[config.mk]
export PLATFORM = sky130hd
export DESIGN_NAME = onoff_switch_cycle_controller
export DESIGN_NICKNAME = d
export VERILOG_FILES = /design/src/hdl/onoff_switch_pkg.sv /design/src/hdl/jitter_osc.sv /design/src/hdl/onoff_switch_cycle_controller.sv
export VERILOG_INCLUDE_DIRS = /design/src /design/src/hdl
export SDC_FILE = /design/constraint.sdc
export NUM_CORES = 1
export LEC_CHECK = 0
export ABC_AREA = 1
export BUFFER_PORTS_ARGS = -buffer_cell sky130_fd_sc_hd__buf_2
export CAP_MARGIN = 40
export CORE_ASPECT_RATIO = 1.5
export CORE_MARGIN = 8
export CORE_UTILIZATION = 50
export CTS_CLUSTER_SIZE = 12
export DETAILED_ROUTE_END_ITERATION = 6
export PLACE_DENSITY = 0.75
export SYNTH_ARGS = -nofsm -noshare
export SYNTH_HDL_FRONTEND = slang
export SYNTH_HIERARCHICAL = 1
export SYNTH_SLANG_ARGS = --single-unit
[constraint.sdc]
create_clock -name clk -period 10.9 [get_ports clk]
set_input_delay 1.09 -clock clk [delete_from_list [all_inputs] [get_ports clk]]
set_output_delay 1.09 -clock clk [all_outputs]
set_load 0.1 [all_outputs]
[src/hdl/onoff_switch_map.svh]
`ifndef ONOFF_SWITCH_MAP_SVH
`define ONOFF_SWITCH_MAP_SVH
// clock rate and oscillator figures
`define CLK_HZ 50000000
`define OSC_AVG_HZ 132000
`define JITTER_PP_HZ 8000
`define JITTER_MOD_HZ 1000
// oscillator period in clk cycles, average and jitter half-span
`define OSC_AVG_CYC (`CLK_HZ / `OSC_AVG_HZ)
`define OSC_MIN_CYC (`CLK_HZ / (`OSC_AVG_HZ + `JITTER_PP_HZ / 2))
`define OSC_MAX_CYC (`CLK_HZ / (`OSC_AVG_HZ - `JITTER_PP_HZ / 2))
// cycles per jitter sweep step (sweep up then down in one modulation period)
`define JITTER_STEPS (2 * (`OSC_MAX_CYC - `OSC_MIN_CYC))
`define JITTER_STEP_CYC (`CLK_HZ / `JITTER_MOD_HZ / `JITTER_STEPS)
// max duty window as percent of period
`define MAX_DUTY_PCT 65
// blanking interval
`define BLANK_NS 200
`define BLANK_CYC ((`BLANK_NS * 50 + 999) / 1000)
// short conduction threshold for frequency foldback
`define SHORT_ON_NS 400
`define SHORT_ON_CYC (`SHORT_ON_NS * 50 / 1000)
// auto-restart timings in oscillator cycles
`define AR_ON_MS 64
`define AR_OFF_MS 2500
`define AR_ON_OSC (`AR_ON_MS * `OSC_AVG_HZ / 1000)
`define AR_OFF_OSC (`AR_OFF_MS * `OSC_AVG_HZ / 1000)
// current limit state machine thresholds in cycles of a 16-cycle history
`define LIM_HIST 16
`define LIM_HEAVY_MIN 12
`define LIM_MED_MIN 5
`endif

[src/hdl/onoff_switch_pkg.sv]
package onoff_switch_pkg;
   // current limit level chosen by the state machine
   typedef enum logic [1:0] {
      LIM_FULL = 2'b00,
      LIM_MED = 2'b01,
      LIM_LOW = 2'b10
   } limit_level_type;
   // auto-restart phase
   typedef enum logic [1:0] {
      AR_RUN = 2'b00,
      AR_OFF = 2'b01,
      AR_WAIT_LINE = 2'b10
   } restart_state_type;
   // analog comparator results
   typedef struct packed {
      logic enableHigh;
      logic currentOverLimit;
      logic lineSenseOk;
      logic lineResistorAbsent;
      logic supplyBelowLow;
      logic supplyAtTarget;
      logic supplyOverCurrent;
      logic tempOverHigh;
      logic tempBelowLow;
   } sense_type;
   // status toward the rest of the die
   typedef struct packed {
      logic supplyLockout;
      logic thermalLockout;
      logic overVoltLatched;
      logic restartOff;
      logic extensionAllowed;
      logic lineUnderVolt;
   } status_type;
endpackage

[src/hdl/jitter_osc.sv]
`timescale 1ns/1ps
`default_nettype none
`include "onoff_switch_map.svh"
module jitter_osc #(
   parameter int MIN_CYC = `OSC_MIN_CYC,
   parameter int MAX_CYC = `OSC_MAX_CYC,
   parameter int STEP_CYC = `JITTER_STEP_CYC,
   parameter int DUTY_PCT = `MAX_DUTY_PCT
) (
   // clock and reset
   input wire logic clk,
   input wire logic rst,
   // foldback stretches the period to half rate
   input wire logic slowDown,
   // outputs
   output logic cycleStart,
   output logic maxDutyWindow
);
   logic [15:0] period;
   logic [15:0] count;
   logic [15:0] stepCount;
   logic sweepUp;
   logic [15:0] effPeriod;
   logic [15:0] dutyEnd;

   assign effPeriod = slowDown ? 16'(period * 2) : period;
   assign dutyEnd = 16'((32'(period) * DUTY_PCT) / 100);

   // period counter; cycle start is a one-cycle pulse
   always_ff @(posedge clk) begin
      if (rst) begin
         count <= 16'h0000;
         cycleStart <= 1'b0;
      end else if (count >= effPeriod - 16'h0001) begin
         count <= 16'h0000;
         cycleStart <= 1'b1; // [RULE_01]
      end else begin
         count <= count + 16'h0001;
         cycleStart <= 1'b0;
      end
   end

   // window high for the first part of every period
   always_ff @(posedge clk) begin
      if (rst) maxDutyWindow <= 1'b0;
      else maxDutyWindow <= (count < dutyEnd); // [RULE_01]
   end

   // triangular sweep of the period, one round trip per modulation period
   always_ff @(posedge clk) begin
      if (rst) begin
         period <= 16'(MIN_CYC);
         stepCount <= 16'h0000;
         sweepUp <= 1'b1;
      end else if (stepCount >= 16'(STEP_CYC - 1)) begin
         stepCount <= 16'h0000;
         if (sweepUp) begin
            if (period >= 16'(MAX_CYC)) sweepUp <= 1'b0; // [RULE_25]
            else period <= period + 16'h0001; // [RULE_02]
         end else begin
            if (period <= 16'(MIN_CYC)) sweepUp <= 1'b1; // [RULE_25]
            else period <= period - 16'h0001; // [RULE_02]
         end
      end else begin
         stepCount <= stepCount + 16'h0001;
      end
   end
endmodule
`default_nettype wire

[src/hdl/onoff_switch_cycle_controller.sv]
// Functional notes
// [RULE_01] oscillator gives cycle start and duty window
// [RULE_02] period jitters 8 kHz at 1 kHz
// [RULE_03] enable low while pin current exceeds threshold
// [RULE_04] sample enable at cycle start, switch on
// [RULE_05] enable changes ignored until next cycle
// [RULE_06] state machine scales limit from enable pattern
// [RULE_07] current limit ends pulse for the cycle
// [RULE_08] blank limit comparator after turn-on
// [RULE_09] supply lockout below 4.9 until 5.85
// [RULE_10] thermal lockout with hysteresis, auto recovery
// [RULE_11] restart counter cleared when enable pulled low
// [RULE_12] 64 ms unregulated gives 2.5 s off
// [RULE_13] restart alternates on and off while faulted
// [RULE_14] line undervoltage halts restart off counter
// [RULE_15] extension holds switch until current limit
// [RULE_16] extension inhibited until first regulation
// [RULE_17] start needs line sense above 25 uA
// [RULE_18] supply target 4.9 during line undervoltage
// [RULE_19] no line resistor disables line undervoltage
// [RULE_20] switch off at limit or window end
// [RULE_21] supply charger on only while switch off
// [RULE_22] supply overcurrent latches off until power-down
// [RULE_23] short conduction folds back frequency
// [RULE_24] faults force gate off immediately
// [RULE_25] period swept in triangular pattern
`timescale 1ns/1ps
`default_nettype none
`include "onoff_switch_map.svh"
module onoff_switch_cycle_controller #(
   parameter int AR_ON_CYCLES = `AR_ON_OSC,
   parameter int AR_OFF_CYCLES = `AR_OFF_OSC,
   parameter int BLANK_CYCLES = `BLANK_CYC,
   parameter int SHORT_ON_CYCLES = `SHORT_ON_CYC,
   parameter int OSC_MIN_CYCLES = `OSC_MIN_CYC,
   parameter int OSC_MAX_CYCLES = `OSC_MAX_CYC,
   parameter int JITTER_STEP_CYCLES = `JITTER_STEP_CYC
) (
   // clock and reset
   input wire logic clk,
   input wire logic rst,
   // analog comparator results
   input wire onoff_switch_pkg::sense_type sense,
   // power stage
   output logic gateDrive,
   output logic chargerEnable,
   output logic supplyTargetHigh,
   // current limit level toward the limit reference
   output onoff_switch_pkg::limit_level_type limitLevel,
   // oscillator observation
   output logic cycleStart,
   output logic maxDutyWindow,
   // status
   output onoff_switch_pkg::status_type status
);
   logic enableSample;
   logic cycleActive;
   logic [7:0] onCount;
   logic lastShortOn;
   logic slowDown;
   logic supplyLock;
   logic thermalLock;
   logic ovLatch;
   logic extensionAllowed;
   logic lineUv;
   logic faultBlock;
   logic [31:0] arCount;
   logic [15:0] history;
   logic [4:0] onesCount;
   logic windowPrev;
   onoff_switch_pkg::restart_state_type arState;
   onoff_switch_pkg::restart_state_type next_arState;

   // oscillator with triangular jitter and foldback
   jitter_osc #(
      .MIN_CYC(OSC_MIN_CYCLES),
      .MAX_CYC(OSC_MAX_CYCLES),
      .STEP_CYC(JITTER_STEP_CYCLES),
      .DUTY_PCT(`MAX_DUTY_PCT)
   ) osc (
      .clk(clk),
      .rst(rst),
      .slowDown(slowDown),
      .cycleStart(cycleStart),
      .maxDutyWindow(maxDutyWindow)
   );

   // line undervoltage only counts when a sense resistor is fitted
   assign lineUv = !sense.lineSenseOk && !sense.lineResistorAbsent; // [RULE_19]

   // any of these kills the gate in the same cycle
   assign faultBlock = supplyLock || thermalLock || ovLatch || (arState != onoff_switch_pkg::AR_RUN); // [RULE_24]

   // supply undervoltage lockout; starts locked, released at full target
   always_ff @(posedge clk) begin
      if (rst) supplyLock <= 1'b1;
      else if (sense.supplyBelowLow) supplyLock <= 1'b1; // [RULE_09]
      else if (sense.supplyAtTarget && !lineUv) supplyLock <= 1'b0; // [RULE_09] [RULE_17]
   end

   // target held at the lower level while the line is low at power-up
   always_ff @(posedge clk) begin
      if (rst) supplyTargetHigh <= 1'b0;
      else supplyTargetHigh <= !lineUv; // [RULE_18]
   end

   // thermal hysteresis: set above high trip, clear only below low trip
   always_ff @(posedge clk) begin
      if (rst) thermalLock <= 1'b0;
      else if (sense.tempOverHigh) thermalLock <= 1'b1; // [RULE_10]
      else if (sense.tempBelowLow) thermalLock <= 1'b0; // [RULE_10]
   end

   // overvoltage latch; the supply falling low is the only way out
   always_ff @(posedge clk) begin
      if (rst) ovLatch <= 1'b0;
      else if (sense.supplyOverCurrent) ovLatch <= 1'b1; // [RULE_22]
      else if (sense.supplyBelowLow) ovLatch <= 1'b0; // [RULE_22]
   end

   // enable sampled only at cycle start, held for the whole cycle
   always_ff @(posedge clk) begin
      if (rst) enableSample <= 1'b0;
      else if (cycleStart) enableSample <= sense.enableHigh; // [RULE_03] [RULE_04] [RULE_05]
   end

   // enable history drives the current limit choice
   always_ff @(posedge clk) begin
      if (rst) history <= 16'hffff;
      else if (cycleStart) history <= {history[14:0], sense.enableHigh}; // [RULE_06]
   end

   // popcount of the history window
   always_comb begin
      onesCount = 5'h00;
      for (int i = 0; i < `LIM_HIST; i++) begin
         onesCount = onesCount + 5'(history[i]);
      end
   end

   // more enabled cycles means heavier load and a higher limit
   always_ff @(posedge clk) begin
      if (rst) limitLevel <= onoff_switch_pkg::LIM_FULL;
      else if (cycleStart) begin
         if (onesCount >= 5'(`LIM_HEAVY_MIN)) limitLevel <= onoff_switch_pkg::LIM_FULL; // [RULE_06]
         else if (onesCount >= 5'(`LIM_MED_MIN)) limitLevel <= onoff_switch_pkg::LIM_MED; // [RULE_06]
         else limitLevel <= onoff_switch_pkg::LIM_LOW; // [RULE_06]
      end
   end

   // extension is armed once feedback first pulls enable low
   always_ff @(posedge clk) begin
      if (rst || supplyLock) extensionAllowed <= 1'b0; // [RULE_16]
      else if (cycleStart && !sense.enableHigh) extensionAllowed <= 1'b1; // [RULE_16]
   end

   // window falling edge marks the normal end of duty
   always_ff @(posedge clk) begin
      if (rst) windowPrev <= 1'b0;
      else windowPrev <= maxDutyWindow;
   end

   // switch cycle: start on sampled enable, stop on limit or window end
   always_ff @(posedge clk) begin
      if (rst || faultBlock) cycleActive <= 1'b0; // [RULE_24]
      else if (cycleStart) cycleActive <= sense.enableHigh; // [RULE_04]
      else if (cycleActive && onCount >= 8'(BLANK_CYCLES) && sense.currentOverLimit)
         cycleActive <= 1'b0; // [RULE_07] [RULE_08] [RULE_20]
      else if (cycleActive && !maxDutyWindow && !extensionAllowed)
         cycleActive <= 1'b0; // [RULE_20] [RULE_15]
      else if (cycleActive && !maxDutyWindow && windowPrev && !enableSample)
         cycleActive <= 1'b0; // cannot happen in practice, kept for safety
   end

   // on-time counter for blanking and short-pulse detection
   always_ff @(posedge clk) begin
      if (rst || cycleStart) onCount <= 8'h00;
      else if (cycleActive && onCount != 8'hff) onCount <= onCount + 8'h01;
   end

   // a pulse shorter than the floor means startup or overload
   always_ff @(posedge clk) begin
      if (rst) lastShortOn <= 1'b0;
      else if (cycleStart && enableSample)
         lastShortOn <= (onCount < 8'(SHORT_ON_CYCLES)); // [RULE_23]
   end
   assign slowDown = lastShortOn; // [RULE_23]

   // gate follows the cycle, dropped at once by any fault
   always_comb begin
      gateDrive = cycleActive && !faultBlock; // [RULE_24] [RULE_15]
      chargerEnable = !gateDrive; // [RULE_21]
   end

   // auto-restart sequencing
   always_comb begin
      next_arState = arState;
      case (arState)
         onoff_switch_pkg::AR_RUN:
            if (cycleStart && sense.enableHigh && arCount >= 32'(AR_ON_CYCLES - 1))
               next_arState = onoff_switch_pkg::AR_OFF; // [RULE_12]
         onoff_switch_pkg::AR_OFF:
            if (lineUv) next_arState = onoff_switch_pkg::AR_WAIT_LINE; // [RULE_14]
            else if (cycleStart && arCount >= 32'(AR_OFF_CYCLES - 1))
               next_arState = onoff_switch_pkg::AR_RUN; // [RULE_13] [RULE_17]
         onoff_switch_pkg::AR_WAIT_LINE:
            if (!lineUv) next_arState = onoff_switch_pkg::AR_OFF; // [RULE_14]
         default:
            next_arState = onoff_switch_pkg::AR_RUN;
      endcase
   end

   always_ff @(posedge clk) begin
      if (rst) arState <= onoff_switch_pkg::AR_RUN;
      else arState <= next_arState;
   end

   // counter runs on oscillator cycles, halted while the off phase waits for the line (not halted in run)
   always_ff @(posedge clk) begin
      if (rst || next_arState != arState && arState != onoff_switch_pkg::AR_WAIT_LINE
          && next_arState != onoff_switch_pkg::AR_WAIT_LINE)
         arCount <= 32'h00000000;
      else if (arState == onoff_switch_pkg::AR_RUN && cycleStart && !sense.enableHigh)
         arCount <= 32'h00000000; // [RULE_11]
      else if (cycleStart && arState != onoff_switch_pkg::AR_WAIT_LINE)
         arCount <= arCount + 32'h00000001; // [RULE_12] [RULE_14]
   end

   // status outputs
   always_ff @(posedge clk) begin
      if (rst) status <= '0;
      else begin
         status.supplyLockout <= supplyLock;
         status.thermalLockout <= thermalLock;
         status.overVoltLatched <= ovLatch;
         status.restartOff <= (arState != onoff_switch_pkg::AR_RUN);
         status.extensionAllowed <= extensionAllowed;
         status.lineUnderVolt <= lineUv;
      end
   end
endmodule
`default_nettype wire

==> qor.txt, run 1 <==
Worst EP required: 11250 ps
CTS Buf Count: 17
Layout Nets: 1873
initial antenna violation count: 0
first-pass iteration count of the detailed router: 5
DR vias/cell: 5.25
most frequent cells after synthesis: nand2_1 (419), inv_1 (235), nor2_1 (177), dfxtp_1 (126), nand3_1 (111)
Layout fillers: 2166
# setup viols final: 0
Slowest cell on crit path: dfxtp_1
register area: 0.00252 sq mm
R2R depth: 82
# hold bufs at CTS: 0
Detailed Route Iter0 Violations: 611
post-route insts no fill: 2064
Crit Reg-Reg Startpoint: osc/period[7]$_SDFFE_PP0P_
largest net degree at the start of global routing: 41
total number of H-tree levels: 4
CTS tree: yes
remaining antenna violation count: 0
maximum root-to-sink buffer count: 2
maxcap violations: 0
IO Port Bufs: 23
worst r2r dst: osc/maxDutyWindow$_SDFF_PP0_
Slew HR: 48.0%
Vias: 10.8k
HP Class: reg -> reg
WHS Path Cells: 2
CP Launch Type: flip-flop
r2r setup slk: 1310 ps
Post-Syn Area: 0.0115 sq mm
die area: 0.0282 sq mm
die width: 140 um
final hold violations: 0
Critical Path End Type: flip-flop
Remaining Overflow, GRT: 0
Post-synth top flop: dfxtp_1
most frequent CP cell: nand2_1
Syn Area/Cell: 6.58 sq um
min Tclk post-route: 9590 ps
Worst-Skew Late Latency: 430 ps
hold path endpoint: status[3]$_SDFF_PP0_
CP max stage delay: 490 ps
top-count cell post-synth: nand2_1
P&R area growth vs syn: 8.28%
Max Slew Vio Count: 0
Placed Cells: 2033
Post-route DRC: 0
period utilisation layout: 88.0%
worst slew pin tran: 778 ps
Setup TNS: 0 ps
Seq/Total Area, Yosys: 22.0%
Worst-path clk slew: 60 ps
Setup Buffers After CTS: 0
hold_sp: ovLatch$_SDFFE_PP0P_
clock sink count: 126
Avg WL per Cell: 12.3 um
total track usage: 18.5%
Synth area leaders: dfxtp_1 (22%), nand2_1 (14%), ha_1 (8.5%), inv_1 (7.7%), nor2_1 (5.8%)
Synth Instances: 1745
DIE HEIGHT: 202 um
multi-input logic area: 0.00784 sq mm
upper clock frequency limit: 104 MHz
Antenna Cells: 0
vias in the first global route: 10.4k
core area: 0.0228 sq mm
Yosys reg bits: 126
Total Wirelength: 25500 um
Setup Crit Path Kind: reg -> reg
Unique masters post-synth: 69
initial core utilization: 50.3%
clock root buffer: clkbuf_16
post-detail-place hpwl: 19900 um
synth warn: 6
cell row count: 68
Yosys top cell by area: dfxtp_1
global-route wire length before repair: 44700 um
PostCTS Resize Cnt: 0
IO Pins: 24
Placer Congestion: 0.942
Synth async-reset ratio: 0%
Post-Route Skew: 12.4 ps
WP data arrival: 9940 ps
outcome: complete, no violations
crit path max fanout: 7
share of cells above drive strength 1: 14.1%
EDFF count, synth: 0
post-synth top area share: 22.0%
RSZ-0062 raised after global routing: no
## flip-flops by register name, indices dropped and copies added, names as in the netlist, 2 cells and up
name,count
osc/period,16
arState,2
status,6
osc/stepCount,16
osc/count,16
arCount,32
limitLevel,2
onCount,8
history,16
## metrics by stage
step	utilization, %	hold WS (ps)	cell area, sq um	setup slack [ps]
finish	54.5	438	12400	1310
global route	54.5	463	12400	75.8
CTS	54.5	440	12400	1370
detailed placement	52.0	430	11900	1410
global placement	52.0	430	11900	1610
floorplan	-	416	11500	2590
## area by class of cell
type                    count  share of cell area [%]
well taps                 280                    2.82
clock buffers              18                    3.45
multi-input cells        1333                    63.1
inverters                 268                    8.13
clock inverters            13                    1.13
repair buffers             26                    1.11
flip-flops and latches    126                    20.3
## cell usage in the layout (no fill, tap or decap), drive strengths merged, types with 10 or more instances in the layout
master,count
a21oi,92
buf,26
clkbuf,18
clkinv,14
dfxtp,126
fa,12
ha,78
inv,261
nand2,504
nand3,127
nand3b,10
nand4,43
nor2,216
nor3,31
o211ai,10
o21ai,69
xnor2,26
xor2,49
## how the worst max path moves through the flow
stage	end	slack, ps	from	depth (start not counted)
after floorplan	osc/maxDutyWindow$_SDFF_PP0_	2590	osc/period[1]$_SDFFE_PP1P_	82
after global placement	osc/maxDutyWindow$_SDFF_PP0_	1610	osc/period[7]$_SDFFE_PP0P_	83
after detailed placement	osc/maxDutyWindow$_SDFF_PP0_	1410	osc/period[1]$_SDFFE_PP1P_	82
after CTS	osc/maxDutyWindow$_SDFF_PP0_	1370	osc/period[1]$_SDFFE_PP1P_	82
after global routing	osc/maxDutyWindow$_SDFF_PP0_	80	osc/period[5]$_SDFFE_PP1P_	87
final	osc/maxDutyWindow$_SDFF_PP0_	1310	osc/period[7]$_SDFFE_PP0P_	82
## logic make-up (layout without fill, tap and decap cells)
family	after synthesis	after routing	share of synthesized area, %
adders and majority gates	90	90	10.6
and+or+nand+nor	955	955	41.1
xor gates and xnor gates	75	75	5.72
AOI/OAI and AO/OA	207	207	10.6
DFF	126	126	22.0
buffers and inverters	290	325	9.86
muxes	1	1	0.0872
other	1	5	0.0327
## per-layer routing
metal	GRT usage, %	share of wire (%)	up-vias
met1	20.3	43	4933
met4	7.59	3.0	0
met5	0	0	-
met3	3.53	3.6	58
met2	34.1	50	176
li1	-	-	5667
## critical path, delay by kind of cell (launching register included)
kind | cells | cell delay [ps]
fa+ha+maj | 3 | 950
compound gates | 5 | 750
flops | 1 | 490
simple gates | 72 | 7230
buf+inv | 2 | 140
Power of run 1 is left out: the tool's default activity adds up to more than one toggle a clock period on the data nets, which glitch-free logic cannot reach.
==> inputs of run 2 (changes only) <==
--- a/config.mk
+++ b/config.mk
@@ -7,7 +7,7 @@
 export NUM_CORES = 1
 export LEC_CHECK = 0
 export ABC_AREA = 1
-export BUFFER_PORTS_ARGS = -buffer_cell sky130_fd_sc_hd__buf_2
+export BUFFER_PORTS_ARGS = -buffer_cell sky130_fd_sc_hd__buf_4
 export CAP_MARGIN = 40
 export CORE_ASPECT_RATIO = 1.5
 export CORE_MARGIN = 8
==> qor.txt, run 2 (synthesis gave the netlist of run 1 again) <==
RSZ-0062 raised after global routing: no
Layout Nets: 1872
Avg WL per Cell: 12.7 um
Worst-Skew Late Latency: 430 ps
upper clock frequency limit: 104 MHz
# setup viols final: 0
CP Launch Type: flip-flop
CTS Buf Count: 17
crit path max fanout: 7
HP Class: reg -> reg
clock sink count: 126
maxcap violations: 0
share of cells above drive strength 1: 14.1%
Detailed Route Iter0 Violations: 578
WP data arrival: 10020 ps
total track usage: 18.8%
outcome: complete, no violations
Worst-path clk slew: 60 ps
cell row count: 68
Slew HR: 47.2%
vias in the first global route: 10.5k
most frequent CP cell: nand2_1
CP startpoint: osc/period[1]$_SDFFE_PP1P_
Setup Buffers After CTS: 0
initial core utilization: 50.3%
period utilisation layout: 88.6%
Post-route DRC: 0
Post-Route Skew: 6.32 ps
Setup TNS: 0 ps
largest net degree at the start of global routing: 41
Vias: 10.8k
global-route wire length before repair: 45600 um
Util after Layout: 55.0%
Remaining Overflow, GRT: 0
CP max stage delay: 490 ps
CTS tree: yes
Max Slew Vio Count: 0
core area: 0.0228 sq mm
DR vias/cell: 5.24
Reg with most FFs: arCount
remaining antenna violation count: 0
Largest register FFs: 32
Worst EP required: 11270 ps
final hold violations: 0
die width: 140 um
DIE HEIGHT: 202 um
clock root buffer: clkbuf_16
initial antenna violation count: 0
die area: 0.0282 sq mm
worst slew pin tran: 789 ps
Critical Path End Type: flip-flop
Crit Reg-Reg Startpoint: osc/period[1]$_SDFFE_PP1P_
commonest cells after routing, fill and taps aside: nand2_1 (419), inv_1 (235), nor2_1 (177)
PostCTS Resize Cnt: 0
hold_sp: ovLatch$_SDFFE_PP0P_
Slowest cell on crit path: dfxtp_1
Setup Crit Path Kind: reg -> reg
Total Wirelength: 26200 um
post-detail-place hpwl: 20300 um
Bufs and invs on worst path: 4
min Tclk post-route: 9660 ps
P&R area growth vs syn: 9.18%
total number of H-tree levels: 4
Antenna Cells: 0
most common cell after layout, fill and taps aside: nand2_1
IO Port Bufs: 23
Placer Congestion: 0.911
# hold bufs at CTS: 0
first-pass iteration count of the detailed router: 5
maximum root-to-sink buffer count: 2
IO Pins: 24
family with the most delay on the worst path: simple AND/OR/NAND/NOR gates
## run 2: per-stage QoR
stage          setup WS (ps)  hold WS (ps)  std cells  cell area, sq um
2_1_floorplan           2590           416       1749             11500
5_1_grt                  166           485       2064             12500
3_5_place_dp            1370           440       2032             11900
6_report                1240           446       2064             12500
4_1_cts                 1310           449       2064             12500
3_3_place_gp            1620           431       2032             11900
## run 2: worst reg2reg max path, delay by kind of cell (launching register included)
| kind | cells | cell delay (ps) |
|---|---|---|
| AO/OA/AOI/OAI | 5 | 680 |
| buffers and inverters | 4 | 320 |
| adder cells (fa/ha/maj) | 3 | 950 |
| flip-flops | 1 | 490 |
| AND/OR/NAND/NOR | 70 | 7160 |
## run 2: final cells by class
class | count | area (sq um)
clock inverter | 11 | 151
sequential | 126 | 2520
inverter | 268 | 1010
fill | 2236 | 10300
multi-input combinational | 1333 | 7840
timing repair buffer | 25 | 188
clock buffer | 21 | 470
tap | 280 | 350
## run 2: path summary, 6_finish.rpt
check                                  to  slack [ps]  cells after the start
min reg2reg          status[3]$_SDFF_PP0_         450                      2
min                  status[3]$_SDFF_PP0_         450                      2
max reg2reg  osc/maxDutyWindow$_SDFF_PP0_        1240                     82
max          osc/maxDutyWindow$_SDFF_PP0_        1240                     82
## run 2: per-layer routing
metal	routed length, um	up-vias	GRT usage, %
met5	0	-	0
met4	394	0	5.76
met3	908	32	3.35
met2	13700	188	35.8
met1	11200	4944	20.6
li1	-	5659	-
Power of run 2 is left out for the same reason.
==> inputs of run 3 (changes only) <==
--- a/config.mk
+++ b/config.mk
@@ -12,6 +12,7 @@
 export CORE_ASPECT_RATIO = 1.5
 export CORE_MARGIN = 8
 export CORE_UTILIZATION = 50
+export CTS_BUF_LIST = sky130_fd_sc_hd__clkbuf_2 sky130_fd_sc_hd__clkbuf_4 sky130_fd_sc_hd__clkbuf_8
 export CTS_CLUSTER_SIZE = 12
 export DETAILED_ROUTE_END_ITERATION = 6
 export PLACE_DENSITY = 0.75
==> qor.txt, run 3 (synthesis gave the netlist of run 1 again) <==
outcome: complete, no violations
die area: 0.0282 sq mm
DR vias/cell: 5.23
Layout fillers: 2251
Post-route DRC: 0
period utilisation layout: 88.6%
P&R area growth vs syn: 7.54%
crit path max fanout: 12
Antenna Cells: 0
Setup Crit Path Kind: reg -> reg
DIE HEIGHT: 202 um
Worst-path clk slew: 80 ps
cell row count: 68
Worst-Skew Late Latency: 460 ps
Slowest cell on crit path: dfxtp_1
CTS tree: yes
RSZ-0062 raised after global routing: no
vias in the first global route: 10.5k
min Tclk post-route: 9660 ps
remaining antenna violation count: 0
most common cell after layout, fill and taps aside: nand2_1
Critical Path End Type: flip-flop
die width: 140 um
HP Class: reg -> reg
Layout Nets: 1872
CP max stage delay: 640 ps
Largest register FFs: 32
Avg WL per Cell: 12.5 um
maximum root-to-sink buffer count: 2
core area: 0.0228 sq mm
most frequent CP cell: nand2_1
initial core utilization: 50.3%
upper clock frequency limit: 104 MHz
worst slew pin tran: 770 ps
total track usage: 18.6%
Placer Congestion: 0.911
final hold violations: 0
Setup Buffers After CTS: 0
total number of H-tree levels: 4
maxcap violations: 0
Setup TNS: 0 ps
Total Wirelength: 25800 um
IO Port Bufs: 23
IO Pins: 24
Max Slew Vio Count: 0
clock root buffer: clkbuf_8
largest net degree at the start of global routing: 41
first-pass iteration count of the detailed router: 6
PostCTS Resize Cnt: 0
commonest cells after routing, fill and taps aside: nand2_1 (419), inv_1 (235), nor2_1 (177)
Util after Layout: 54.1%
Slew HR: 48.5%
Reg with most FFs: arCount
# setup viols final: 0
Detailed Route Iter0 Violations: 549
# hold bufs at CTS: 0
clock sink count: 126
share of cells above drive strength 1: 14.2%
CP Launch Type: flip-flop
global-route wire length before repair: 45200 um
Remaining Overflow, GRT: 0
Post-Route Skew: 8.40 ps
WP data arrival: 10050 ps
initial antenna violation count: 0
Worst EP required: 11300 ps
post-detail-place hpwl: 20300 um
Vias: 10.8k
CTS Buf Count: 17
## run 3: final cells by class
class	count	area [sq um]	area share (%)
Timing Repair Buffer	25	188	1.52
Clock inverter	11	151	1.23
Multi-Input combinational cell	1333	7840	63.5
Tap cell	280	350	2.84
Clock buffer	21	283	2.29
Inverter	268	1010	8.19
Sequential cell	126	2520	20.4
## run 3: final timing paths
kind                              startpoint                           end  slack, ps  cells after the start
setup / recovery  osc/period[5]$_SDFFE_PP1P_  osc/maxDutyWindow$_SDFF_PP0_       1240                     86
hold reg to reg         ovLatch$_SDFFE_PP0P_          status[3]$_SDFF_PP0_        450                      2
hold / removal          ovLatch$_SDFFE_PP0P_          status[3]$_SDFF_PP0_        450                      2
setup reg to reg  osc/period[5]$_SDFFE_PP1P_  osc/maxDutyWindow$_SDFF_PP0_       1240                     86
## run 3: metrics by stage
stage          setup slack [ps]  hold WS (ps)  area (sq um)  instances
3_3_place_gp               1620           431         11900       2032
5_1_grt                     161           488         12300       2064
6_report                   1240           448         12300       2064
4_1_cts                    1310           451         12300       2064
2_1_floorplan              2590           416         11500       1749
3_5_place_dp               1370           440         11900       2032
## run 3: critical path, delay by kind of cell (launching register included)
| family | cells | cell delay [ps] |
|---|---|---|
| AO/OA/AOI/OAI | 5 | 680 |
| adder cells (fa/ha/maj) | 2 | 680 |
| buffers and inverters | 6 | 440 |
| flip-flops | 1 | 640 |
| AND/OR/NAND/NOR | 73 | 7120 |
## run 3: metal layers
layer  up-vias  track usage, %  wire length (um)
li1       5648               -                 -
met1      4928            20.5             11100
met2       170            35.3             13400
met3        43            3.06               856
met4         0            5.53               433
met5         -               0                 0
Power of run 3 is left out for the same reason.
